[config.mk]
export PLATFORM = sky130hd
export DESIGN_NAME = mfu_dev_flat
export DESIGN_NICKNAME = d
export VERILOG_FILES = /design/src/mfu_pkg.sv /design/src/mfu_link_if.sv /design/src/mfu_dev.sv /design/src/flat_wrapper.sv
export SDC_FILE = /design/constraint.sdc
export NUM_CORES = 1
export LEC_CHECK = 0
export BUFFER_PORTS_ARGS = -buffer_cell sky130_fd_sc_hd__buf_2
export CAP_MARGIN = 20
export CORE_ASPECT_RATIO = 0.6
export CORE_UTILIZATION = 45
export CTS_CLUSTER_DIAMETER = 30
export DETAILED_ROUTE_END_ITERATION = 10
export PLACE_DENSITY = 0.67
export SLEW_MARGIN = 5
export SYNTH_ARGS = -nofsm -noshare
export SYNTH_HDL_FRONTEND = slang
export SYNTH_SLANG_ARGS = --single-unit
[constraint.sdc]
create_clock -name clk -period 5.4 [get_ports clk]
set_input_delay 0.54 -clock clk [delete_from_list [all_inputs] [get_ports clk]]
set_output_delay 0.54 -clock clk [all_outputs]
set_load 0.03 [all_outputs]
[src/mfu_pkg.sv]
// Purpose: Shared constants for the multi-drop serial command link.
// Assumes: One system clock feeds both ends; a bit lasts sixteen clocks.
// Notes:   Frame check bytes are carried, not computed, at this level.
package mfu_pkg;
  localparam int         OSR             = 16;
  localparam logic [3:0] TICK_LAST       = 4'hf;
  localparam logic [3:0] TICK_MID        = 4'h7;
  localparam int         BREAK_BITS      = 12;
  localparam int         BREAK_CLKS      = BREAK_BITS * OSR;
  localparam int         HOST_BREAK_CLKS = BREAK_CLKS + OSR;
  localparam logic [2:0] DATA_LAST       = 3'h7;
  localparam logic [3:0] FRAME_LAST      = 4'h9;
  localparam logic [9:0] LINE_IDLE       = 10'h3ff;
  localparam int         FRAME_BIT       = 7;
  localparam int         KIND_MSB        = 6;
  localparam int         KIND_LSB        = 3;
  localparam int         FIELD_MSB       = 2;
  localparam logic [3:0] KIND_WR_LAST    = 4'h4;
  localparam logic [3:0] KIND_BCAST      = 4'h7;
  localparam logic [3:0] KIND_RD_FIRST   = 4'h8;
  localparam logic [3:0] KIND_RD_LAST    = 4'hc;
  localparam logic [2:0] BC_SYNC         = 3'h0;
  localparam logic [2:0] BC_FIELD_LAST   = 3'h5;
  localparam logic [3:0] RSP_RESERVED    = 4'h0;
  localparam logic [3:0] CHECK_BYTES     = 4'h2;
  localparam logic [4:0] REPLY_EXTRA     = 5'h3;

  // Length code to data byte count: 1, 2, 5, 10, 15.
  function automatic logic [3:0] mfu_len(input logic [2:0] code);
    case (code)
      3'h0:    mfu_len = 4'h1;
      3'h1:    mfu_len = 4'h2;
      3'h2:    mfu_len = 4'h5;
      3'h3:    mfu_len = 4'ha;
      3'h4:    mfu_len = 4'hf;
      default: mfu_len = 4'h0;
    endcase
  endfunction
endpackage

[src/mfu_link_if.sv]
// Purpose: Serial line pair between the master and one slave end.
// Assumes: The slave transmit line has a pull-up; master drives its line always.
// Notes:   tx_line resolves the released transmit output to the idle high level.
`timescale 1ns/100ps
`default_nettype none
interface mfu_link_if;
  logic host_tx;
  logic dev_tx;
  logic dev_tx_oe;
  logic tx_line;

  // The pull-up holds the line high whenever the slave releases it.
  assign tx_line = dev_tx_oe ? dev_tx : 1'b1;

  modport dev  (input host_tx, output dev_tx, output dev_tx_oe);
  modport host (output host_tx, input tx_line);
endinterface
`default_nettype wire

[src/mfu_dev.sv]
// Purpose: Slave end of the multi-drop command/response serial link.
// Assumes: Receive line is synchronous to clk; read data answers rd_addr at once.
// Notes:   Write strobes come per data byte; the check word is judged elsewhere.
// Overview of operation
// - Eight data bits, one stop, no parity.
// - Line idles high; start bit is low.
// - One bit lasts sixteen clock periods.
// - Receive sampled at sixteen times bit rate.
// - Master runs the same bit rate.
// - Low for 192 clocks resets receiver, protocol.
// - Master never breaks during a response.
// - Communications reset keeps registers and dimming.
// - Address is the three straps, bit2 first.
// - Transmit only in answer to master frames.
// - Transmit released unless sending a response.
// - Transactions start with addressed or broadcast command.
// - Single commands move 1,2,5,10,15 bytes.
// - Broadcast carries 0,1,2,5,10,15 bytes; zero means sync.
// - Reply only to own single-device read.
// - Write frame: init, address, data, two checks.
// - All registers writable and readable.
// - Init bit7 command, kind 6:3, field 2:0.
// - Reply: init with length code, data, two checks.
`timescale 1ns/100ps
`default_nettype none
module mfu_dev (
  input  wire logic        clk,
  input  wire logic        rst,
  mfu_link_if.dev          link,
  input  wire logic        addr_strap_bit0,
  input  wire logic        addr_strap_bit1,
  input  wire logic        addr_strap_bit2,
  output logic             wr_valid,
  output logic [7:0]       wr_addr,
  output logic [7:0]       wr_data,
  output logic             wr_bcast,
  output logic [7:0]       rd_addr,
  input  wire logic [7:0]  rd_data,
  output logic             rd_take,
  input  wire logic [15:0] reply_check,
  output logic [15:0]      frame_check,
  output logic             frame_done,
  output logic             sync_cmd,
  output logic             comm_reset
);
  localparam int BW = $clog2(mfu_pkg::BREAK_CLKS + 1);
  localparam logic [BW-1:0] BREAK_END = BW'(mfu_pkg::BREAK_CLKS - 1);

  typedef enum logic [3:0] {
    RX_IDLE  = 4'h1,
    RX_START = 4'h2,
    RX_DATA  = 4'h4,
    RX_STOP  = 4'h8
  } mfu_rx_t;

  typedef enum logic [4:0] {
    P_INIT  = 5'h01,
    P_ADDR  = 5'h02,
    P_DATA  = 5'h04,
    P_CHK   = 5'h08,
    P_REPLY = 5'h10
  } mfu_proto_t;

  mfu_rx_t       rx_st_q;
  mfu_proto_t    p_st_q;
  logic [BW-1:0] brk_cnt_q;
  logic          brk_q;
  logic [3:0]    rx_tick_q;
  logic [2:0]    rx_bit_q;
  logic [7:0]    rx_sh_q;
  logic          rd_q;
  logic          bc_q;
  logic          match_q;
  logic [3:0]    n_q;
  logic [2:0]    rcode_q;
  logic [3:0]    cnt_q;
  logic [7:0]    reg_addr_q;
  logic [7:0]    chk_q;
  logic [4:0]    sent_q;
  logic          tx_busy_q;
  logic [9:0]    tx_sh_q;
  logic [3:0]    tx_tick_q;
  logic [3:0]    tx_bit_q;
  logic          wr_valid_q;
  logic [7:0]    wr_addr_q;
  logic [7:0]    wr_data_q;
  logic          wr_bcast_q;
  logic [15:0]   frame_check_q;
  logic          frame_done_q;
  logic          sync_cmd_q;
  logic          comm_reset_q;

  wire rx = link.host_tx;

  // A long low marks a break; the receiver rearms only after the line returns high.
  wire brk_hit = !rx && !brk_q && (brk_cnt_q == BREAK_END);

  always_ff @(posedge clk) begin
    if (rst || rx || brk_q) begin
      brk_cnt_q <= '0;
    end else begin
      brk_cnt_q <= brk_cnt_q + 1'b1;
    end
  end

  always_ff @(posedge clk) begin
    if (rst || rx) begin
      brk_q <= 1'b0;
    end else if (brk_hit) begin
      brk_q <= 1'b1;
    end
  end

  wire rx_mid  = (rx_tick_q == mfu_pkg::TICK_MID);
  wire rx_end  = (rx_tick_q == mfu_pkg::TICK_LAST);
  wire rx_adv  = ((rx_st_q == RX_START) && rx_mid) ||
                 (((rx_st_q == RX_DATA) || (rx_st_q == RX_STOP)) && rx_end);
  wire byte_v  = (rx_st_q == RX_STOP) && rx_end && rx;

  always_ff @(posedge clk) begin
    if (rst || brk_hit) begin
      rx_st_q   <= RX_IDLE;
      rx_tick_q <= 4'h0;
      rx_bit_q  <= 3'h0;
      rx_sh_q   <= 8'h00;
    end else begin
      rx_tick_q <= ((rx_st_q == RX_IDLE) || rx_adv) ? 4'h0 : rx_tick_q + 4'h1;
      case (rx_st_q)
        RX_IDLE: begin
          if (!rx && !brk_q) begin
            rx_st_q <= RX_START;
          end
        end
        RX_START: begin
          if (rx_mid) begin
            rx_st_q  <= rx ? RX_IDLE : RX_DATA;
            rx_bit_q <= 3'h0;
          end
        end
        RX_DATA: begin
          if (rx_end) begin
            rx_sh_q  <= {rx, rx_sh_q[7:1]};
            rx_bit_q <= rx_bit_q + 3'h1;
            if (rx_bit_q == mfu_pkg::DATA_LAST) begin
              rx_st_q <= RX_STOP;
            end
          end
        end
        RX_STOP: begin
          if (rx_end) begin
            rx_st_q <= RX_IDLE;
          end
        end
        default: rx_st_q <= RX_IDLE;
      endcase
    end
  end

  // Init byte decode.
  wire [3:0] kind     = rx_sh_q[mfu_pkg::KIND_MSB:mfu_pkg::KIND_LSB];
  wire [2:0] fld      = rx_sh_q[mfu_pkg::FIELD_MSB:0];
  wire       is_cmd   = rx_sh_q[mfu_pkg::FRAME_BIT];
  wire [2:0] my_addr  = {addr_strap_bit2, addr_strap_bit1, addr_strap_bit0};
  wire       k_wr     = (kind <= mfu_pkg::KIND_WR_LAST);
  wire       k_rd     = (kind >= mfu_pkg::KIND_RD_FIRST) && (kind <= mfu_pkg::KIND_RD_LAST);
  wire       k_bc     = (kind == mfu_pkg::KIND_BCAST) && (fld <= mfu_pkg::BC_FIELD_LAST);
  wire       init_ok  = is_cmd && (k_wr || k_rd || k_bc);
  wire [2:0] len_code = k_bc ? fld - 3'h1 : kind[2:0];
  wire       bc_sync  = k_bc && (fld == mfu_pkg::BC_SYNC);
  wire [3:0] n_init   = bc_sync ? 4'h0 : mfu_pkg::mfu_len(len_code);

  // Reply byte selection: init, data, check high, check low.
  wire [4:0] n_ext    = {1'b0, n_q};
  wire [4:0] total    = n_ext + mfu_pkg::REPLY_EXTRA;
  wire       sel_init = (sent_q == 5'h00);
  wire       sel_hi   = (sent_q == n_ext + 5'h01);
  wire       sel_lo   = (sent_q == n_ext + 5'h02);
  wire       sel_data = !sel_init && !sel_hi && !sel_lo;
  wire       in_reply = (p_st_q == P_REPLY);
  wire       tx_load  = in_reply && !tx_busy_q && (sent_q != total);
  wire       tx_fin   = in_reply && !tx_busy_q && (sent_q == total);
  wire [7:0] rsp_init = {1'b0, mfu_pkg::RSP_RESERVED, rcode_q};
  wire [7:0] tx_byte  = sel_init ? rsp_init :
                        sel_hi   ? reply_check[15:8] :
                        sel_lo   ? reply_check[7:0] : rd_data;

  always_ff @(posedge clk) begin
    wr_valid_q   <= 1'b0;
    frame_done_q <= 1'b0;
    sync_cmd_q   <= 1'b0;
    comm_reset_q <= brk_hit;
    if (rst || brk_hit) begin
      p_st_q        <= P_INIT;
      rd_q          <= 1'b0;
      bc_q          <= 1'b0;
      match_q       <= 1'b0;
      n_q           <= 4'h0;
      rcode_q       <= 3'h0;
      cnt_q         <= 4'h0;
      reg_addr_q    <= 8'h00;
      chk_q         <= 8'h00;
      sent_q        <= 5'h00;
      wr_addr_q     <= 8'h00;
      wr_data_q     <= 8'h00;
      wr_bcast_q    <= 1'b0;
      frame_check_q <= 16'h0000;
    end else begin
      case (p_st_q)
        P_INIT: begin
          if (byte_v && init_ok) begin
            rd_q    <= k_rd;
            bc_q    <= k_bc;
            match_q <= k_bc || (fld == my_addr);
            n_q     <= n_init;
            rcode_q <= len_code;
            if (bc_sync) begin
              p_st_q <= P_CHK;
              cnt_q  <= mfu_pkg::CHECK_BYTES;
            end else begin
              p_st_q <= P_ADDR;
            end
          end
        end
        P_ADDR: begin
          if (byte_v) begin
            reg_addr_q <= rx_sh_q;
            p_st_q     <= rd_q ? P_CHK : P_DATA;
            cnt_q      <= rd_q ? mfu_pkg::CHECK_BYTES : n_q;
          end
        end
        P_DATA: begin
          if (byte_v) begin
            wr_valid_q <= match_q;
            wr_data_q  <= rx_sh_q;
            wr_addr_q  <= reg_addr_q;
            wr_bcast_q <= bc_q;
            reg_addr_q <= reg_addr_q + 8'h01;
            cnt_q      <= cnt_q - 4'h1;
            if (cnt_q == 4'h1) begin
              p_st_q <= P_CHK;
              cnt_q  <= mfu_pkg::CHECK_BYTES;
            end
          end
        end
        P_CHK: begin
          if (byte_v) begin
            chk_q <= rx_sh_q;
            cnt_q <= cnt_q - 4'h1;
            if (cnt_q == 4'h1) begin
              frame_done_q  <= match_q;
              frame_check_q <= {chk_q, rx_sh_q};
              sync_cmd_q    <= bc_q && (n_q == 4'h0);
              sent_q        <= 5'h00;
              p_st_q        <= (rd_q && match_q) ? P_REPLY : P_INIT;
            end
          end
        end
        P_REPLY: begin
          if (tx_load) begin
            sent_q <= sent_q + 5'h01;
            if (sel_data) begin
              reg_addr_q <= reg_addr_q + 8'h01;
            end
          end
          if (tx_fin) begin
            p_st_q <= P_INIT;
          end
        end
        default: p_st_q <= P_INIT;
      endcase
    end
  end

  always_ff @(posedge clk) begin
    if (rst || brk_hit) begin
      tx_busy_q <= 1'b0;
      tx_sh_q   <= mfu_pkg::LINE_IDLE;
      tx_tick_q <= 4'h0;
      tx_bit_q  <= 4'h0;
    end else if (tx_load) begin
      tx_busy_q <= 1'b1;
      tx_sh_q   <= {1'b1, tx_byte, 1'b0};
      tx_tick_q <= 4'h0;
      tx_bit_q  <= 4'h0;
    end else if (tx_busy_q) begin
      tx_tick_q <= tx_tick_q + 4'h1;
      if (tx_tick_q == mfu_pkg::TICK_LAST) begin
        tx_sh_q  <= {1'b1, tx_sh_q[9:1]};
        tx_bit_q <= tx_bit_q + 4'h1;
        if (tx_bit_q == mfu_pkg::FRAME_LAST) begin
          tx_busy_q <= 1'b0;
        end
      end
    end
  end

  assign link.dev_tx    = tx_sh_q[0];
  assign link.dev_tx_oe = in_reply;
  assign rd_take        = tx_load && sel_data;
  assign rd_addr        = reg_addr_q;
  assign wr_valid       = wr_valid_q;
  assign wr_addr        = wr_addr_q;
  assign wr_data        = wr_data_q;
  assign wr_bcast       = wr_bcast_q;
  assign frame_check    = frame_check_q;
  assign frame_done     = frame_done_q;
  assign sync_cmd       = sync_cmd_q;
  assign comm_reset     = comm_reset_q;
endmodule
`default_nettype wire

[src/flat_wrapper.sv]
// flat-port wrapper written by rule: the top's interface ports become plain ports
module mfu_dev_flat 
  (clk, rst, addr_strap_bit0, addr_strap_bit1, addr_strap_bit2, wr_valid, wr_addr, wr_data, wr_bcast, rd_addr, rd_data, rd_take, reply_check, frame_check, frame_done, sync_cmd, comm_reset, link_host_tx, link_dev_tx, link_dev_tx_oe);
  mfu_link_if link_i ();
  input  wire logic clk;
  input  wire logic rst;
  input  wire logic addr_strap_bit0;
  input  wire logic addr_strap_bit1;
  input  wire logic addr_strap_bit2;
  output logic wr_valid;
  output logic [7:0] wr_addr;
  output logic [7:0] wr_data;
  output logic wr_bcast;
  output logic [7:0] rd_addr;
  input  wire logic [7:0] rd_data;
  output logic rd_take;
  input  wire logic [15:0] reply_check;
  output logic [15:0] frame_check;
  output logic frame_done;
  output logic sync_cmd;
  output logic comm_reset;
  input wire logic [$bits(link_i.host_tx)-1:0] link_host_tx;
  output wire logic [$bits(link_i.dev_tx)-1:0] link_dev_tx;
  output wire logic [$bits(link_i.dev_tx_oe)-1:0] link_dev_tx_oe;
  assign link_i.host_tx = link_host_tx;
  assign link_dev_tx = link_i.dev_tx;
  assign link_dev_tx_oe = link_i.dev_tx_oe;
  mfu_dev u_core (.clk(clk), .rst(rst), .link(link_i), .addr_strap_bit0(addr_strap_bit0), .addr_strap_bit1(addr_strap_bit1), .addr_strap_bit2(addr_strap_bit2), .wr_valid(wr_valid), .wr_addr(wr_addr), .wr_data(wr_data), .wr_bcast(wr_bcast), .rd_addr(rd_addr), .rd_data(rd_data), .rd_take(rd_take), .reply_check(reply_check), .frame_check(frame_check), .frame_done(frame_done), .sync_cmd(sync_cmd), .comm_reset(comm_reset));
endmodule
==> impl.org <==
** Outcome
- The run finished with clean final reports.

** Power
- Of the total power, the share spent switching nets is 0.250.
- The worst-case IR drop observed on VDD is 0.178 mV.
- Sequential fraction of design power :: 0.435
- Power share of the combinational group :: 0.053
- Cell internal power was estimated by the tool at 0.00162 W.
- Of the total power, the clock network draws 0.512.
- After layout, the design draws a total of 0.00216 W.
- Dividing total power by cell area gives a power density of 308 nW/um^2.
- In this run the power spent charging and discharging nets is 0.000541 W.
- Leakage :: 2.72 nW

** Yosys
- The complex-gate fraction of the synthesized area is 0.157.
- Synth warnings :: 0
- Summed over all instances, the cell type with the most area after synthesis is sky130_fd_sc_hd__dfxtp_1.
- The share of synthesized area in the top cell type comes to 0.412.
- Cell types with the largest area share after synthesis :: sky130_fd_sc_hd__dfxtp_1 (41%), sky130_fd_sc_hd__nand2_1 (7.4%), sky130_fd_sc_hd__mux2i_1 (6.7%), sky130_fd_sc_hd__nor2_1 (6.1%), sky130_fd_sc_hd__a21oi_1 (5.4%)
- A synthesized cell averages 8.16 sq um.
- Number of enable-type register cells in the synthesized netlist :: 0
- Adder-cell share of the synthesized area :: 0.0398
- Multiplexer share of the synthesized area :: 0.0670
- Commonest cells post-synth :: sky130_fd_sc_hd__dfxtp_1 (123), sky130_fd_sc_hd__nand2_1 (118), sky130_fd_sc_hd__nor2_1 (97)
- Instance count of the mapped netlist :: 733
- Share of synthesized area occupied by flip-flops and latches :: 0.412
- FFs w/ async S/R, synth :: 0
- Post-synthesis simple-gate area fraction :: 0.225
- For this run, the leading register cell type out of synthesis is sky130_fd_sc_hd__dfxtp_1.
- Most frequently used cell type in the post-synthesis netlist :: sky130_fd_sc_hd__dfxtp_1
- Total of flip-flops plus latches after synthesis :: 123
- Mapped cell area :: 5980 sq um
- Synthesized netlist net count :: 782
- Post-Synth XOR/XNOR Area :: 0.0513
- Combinational family with the most area after synthesis :: simple AND/OR/NAND/NOR gates
- The number of different library cells used by synthesis comes to 58.

** Timing
- Final Slew Violations :: 0
- In the final timing run, aggregate negative setup slack is 0 ns.
- Headroom to the max-slew limit came out at 0.409.
- Setup violations remaining at the end of the flow were counted as 0.
- Slew at the pin closest to its max-slew limit :: 0.874 ns
- Between clock sinks in the finished design, the worst skew comes to 0.00825 ns.
- Fin. Hold Viols :: 0
- Min Hold Slack :: 0.338 ns
- Dividing the final minimum period by the clock period gives 0.621.
- Unrepaired setup endpoints after global routing :: false
- Max frequency :: 298 MHz
- Post-layout minimum cycle time :: 3.35 ns

** Drt
- Via density per instance :: 5.48
- For this run, design rule violations remaining after detail routing come to 0.
- First DRT Iteration DRCs :: 491
- First-pass iteration count of the detailed router :: 5
- Antenna Violating Nets Remaining :: 0
- Summing over every cut layer, the via total after detailed routing is 5,333.
- After detailed routing, the average wire length per cell comes to 15.3 microns.
- The final layout contains routed wiring with a total length of 14.9 mm.

** Setup path
- The critical path is of the flip-flop to primary output type.
- Element type at the critical path start :: flip-flop
- STA puts the critical path data required time at 4.86 ns.
- Data on the critical path arrives at its endpoint at 2.81 ns.
- STA classifies the critical path endpoint as a primary output.
- Of all nets on the critical path, the largest fanout is 13.

** Layout
- Layout cell share with drive strength beyond 1 :: 0.157
- The number of antenna diodes in the final layout is 0.
- After the last flow step, the layout net total stands at 839.
- Counting the fill cells in the layout gives 1,163.
- Area added between synthesis and finish :: 17.6%

** Clocking
- CTS tree :: built
- The tree is rooted in a sky130_fd_sc_hd__clkbuf_16.
- In this run the number of H-tree levels came out at 4.
- Post-CTS repair changed the size of 0 cells.
- In this run, post-CTS hold repair placed 0 buffers.
- The clock net in this run drives a total of 123 sinks.
- Clock transition at the registers of the reported paths :: 0.06 ns
- Clock Tree Buf Depth :: 2
- Clock latency on the worst-skew pair :: 0.42 ns
- Number of clock buffers inserted by TritonCTS :: 17
- In this run the post-CTS setup repair buffer count came out at 0.

** Floorplan
- Core ar. :: 12,900 sq um
- Initial core utilization :: 0.464
- After floorplanning, the core was divided into 32 placement rows.
- Die Y-Extent :: 91.3 microns
- Area enclosed by the die boundary :: 13,800 sq um
- For this design the top-level I/O count stands at 78.
- Die Span X :: 151 microns

** Global routing
- In the global route stage, overall resource usage came out at 0.229.
- The first global-routing pass estimated 25.0 mm of wire.
- Largest net degree at the start of global routing :: 59
- The number of global-route vias before repair was 5,099.
- The initial antenna violation count is 0.
- For this run the aggregate overflow at the end of global routing stands at 0.

** Flow run
- Max-capacitance violation count :: 0

** Min path
- The path class of the tightest hold or removal check is primary input to flip-flop.

** Place
- Routability cong. :: 0.914
- In this run the tool buffered the top-level ports with 77 buffer cells.
- After legalization and detailed placement, the total HPWL measured 10.3 mm.
==> worst max-delay path, stage by stage, from the launching register on <==
cell	delay (ns)
sky130_fd_sc_hd__dfxtp_1	0.62
sky130_fd_sc_hd__ha_1	0.33
sky130_fd_sc_hd__xor2_1	0.11
sky130_fd_sc_hd__or3_1	0.34
sky130_fd_sc_hd__a2111oi_2	0.36
sky130_fd_sc_hd__buf_4	0.26
sky130_fd_sc_hd__nor2_2	0.06
sky130_fd_sc_hd__and3_1	0.14
sky130_fd_sc_hd__buf_2	0.18
==> final cells by class <==
class | count | area, sq um | area share
Inverter | 21 | 78.8 | 0.0112
Multi-Input combinational cell | 542 | 3240 | 0.460
Timing Repair Buffer | 85 | 462 | 0.0657
Clock inverter | 14 | 138 | 0.0196
Tap cell | 170 | 213 | 0.0303
Sequential cell | 123 | 2460 | 0.350
Clock buffer | 18 | 439 | 0.0625
==> layer usage <==
layer,GRT usage,vias to the layer above,routed length [microns]
li1,-,2642,-
met1,0.328,2515,7380
met2,0.336,161,6400
met3,0.0528,15,987
met4,0.0767,0,134
met5,0,-,0
==> final timing paths <==
path / from / endpoint / slack [ns] / cells past startpoint
worst min register to register: u_core.frame_check[6] / u_core.frame_check[6] / 0.45 / 2
worst max-delay path: u_core.n_q[2] / rd_take / 2.05 / 8
worst max register to register: u_core.n_q[2] / u_core.rd_addr[2] / 2.47 / 9
worst min-delay path: rst / u_core.brk_q / 0.34 / 2
==> metrics by stage <==
step | setup WS [ns] | std cells | instance area [sq um] | util
3_5_place_dp | 2.51 | 939 | 6420 | 0.498
5_1_grt | 1.92 | 973 | 7030 | 0.545
2_1_floorplan | 2.78 | 733 | 5980 | -
6_report | 2.05 | 973 | 7030 | 0.545
3_3_place_gp | 2.62 | 939 | 6420 | 0.498
4_1_cts | 2.08 | 971 | 7000 | 0.543
==> cell usage in the layout, fill, tap and decap left out, types with 7 or more instances in the layout <==
| cell type | Yosys | final |
|---|---|---|
| sky130_fd_sc_hd__nand2_1 | 118 | 118 |
| sky130_fd_sc_hd__ha_1 | 19 | 19 |
| sky130_fd_sc_hd__o21ai_1 | 13 | 13 |
| sky130_fd_sc_hd__xor2_1 | 16 | 16 |
| sky130_fd_sc_hd__a21oi_1 | 65 | 65 |
| sky130_fd_sc_hd__nand3_1 | 21 | 21 |
| sky130_fd_sc_hd__inv_1 | 20 | 20 |
| sky130_fd_sc_hd__dfxtp_1 | 123 | 123 |
| sky130_fd_sc_hd__a211oi_1 | 12 | 12 |
| sky130_fd_sc_hd__clkbuf_16 | 0 | 17 |
| sky130_fd_sc_hd__buf_2 | 5 | 77 |
| sky130_fd_sc_hd__nand4_1 | 7 | 7 |
| sky130_fd_sc_hd__xnor2_1 | 19 | 19 |
| sky130_fd_sc_hd__nor3_1 | 8 | 7 |
| sky130_fd_sc_hd__nand2b_1 | 9 | 9 |
| sky130_fd_sc_hd__mux2i_1 | 40 | 40 |
| sky130_fd_sc_hd__and3_1 | 11 | 11 |
| sky130_fd_sc_hd__nor2_1 | 97 | 97 |
==> cell families after synthesis <==
family / count (synthesis)
buffers and inverters: 68
AO/OA/AOI/OAI: 146
adder cells (fa/ha/maj): 19
XOR/XNOR: 35
multiplexers: 40
AND/OR/NAND/NOR: 302
flip-flops: 123
==> power groups by stage <==
stage,combinational [W],sequential [W],clock [W]
3_3_place_gp,0.000109,0.000959,0
3_5_place_dp,0.000112,0.000960,0
6_report,0.000115,0.000941,0.00111
5_1_grt,0.000131,0.000944,0.00117
2_1_floorplan,0.0000902,0.000950,0
4_1_cts,0.000113,0.000940,0.00112
==> sequential cells by signal, summed over array words and instances, names as in the netlist, 3 cells and up <==
register and flops:
u_core.brk_cnt_q 8, u_core.chk_q 8, u_core.cnt_q 4, u_core.frame_check 16, u_core.n_q 4, u_core.p_st_q 5
u_core.rcode_q 3, u_core.rd_addr 8, u_core.rx_bit_q 3, u_core.rx_sh_q 8, u_core.rx_st_q 4, u_core.rx_tick_q 4
u_core.sent_q 5, u_core.tx_bit_q 4, u_core.tx_sh_q 9, u_core.tx_tick_q 4, u_core.wr_addr 8, u_core.wr_data 8
Note: power is estimated with default switching activity, not from simulation.
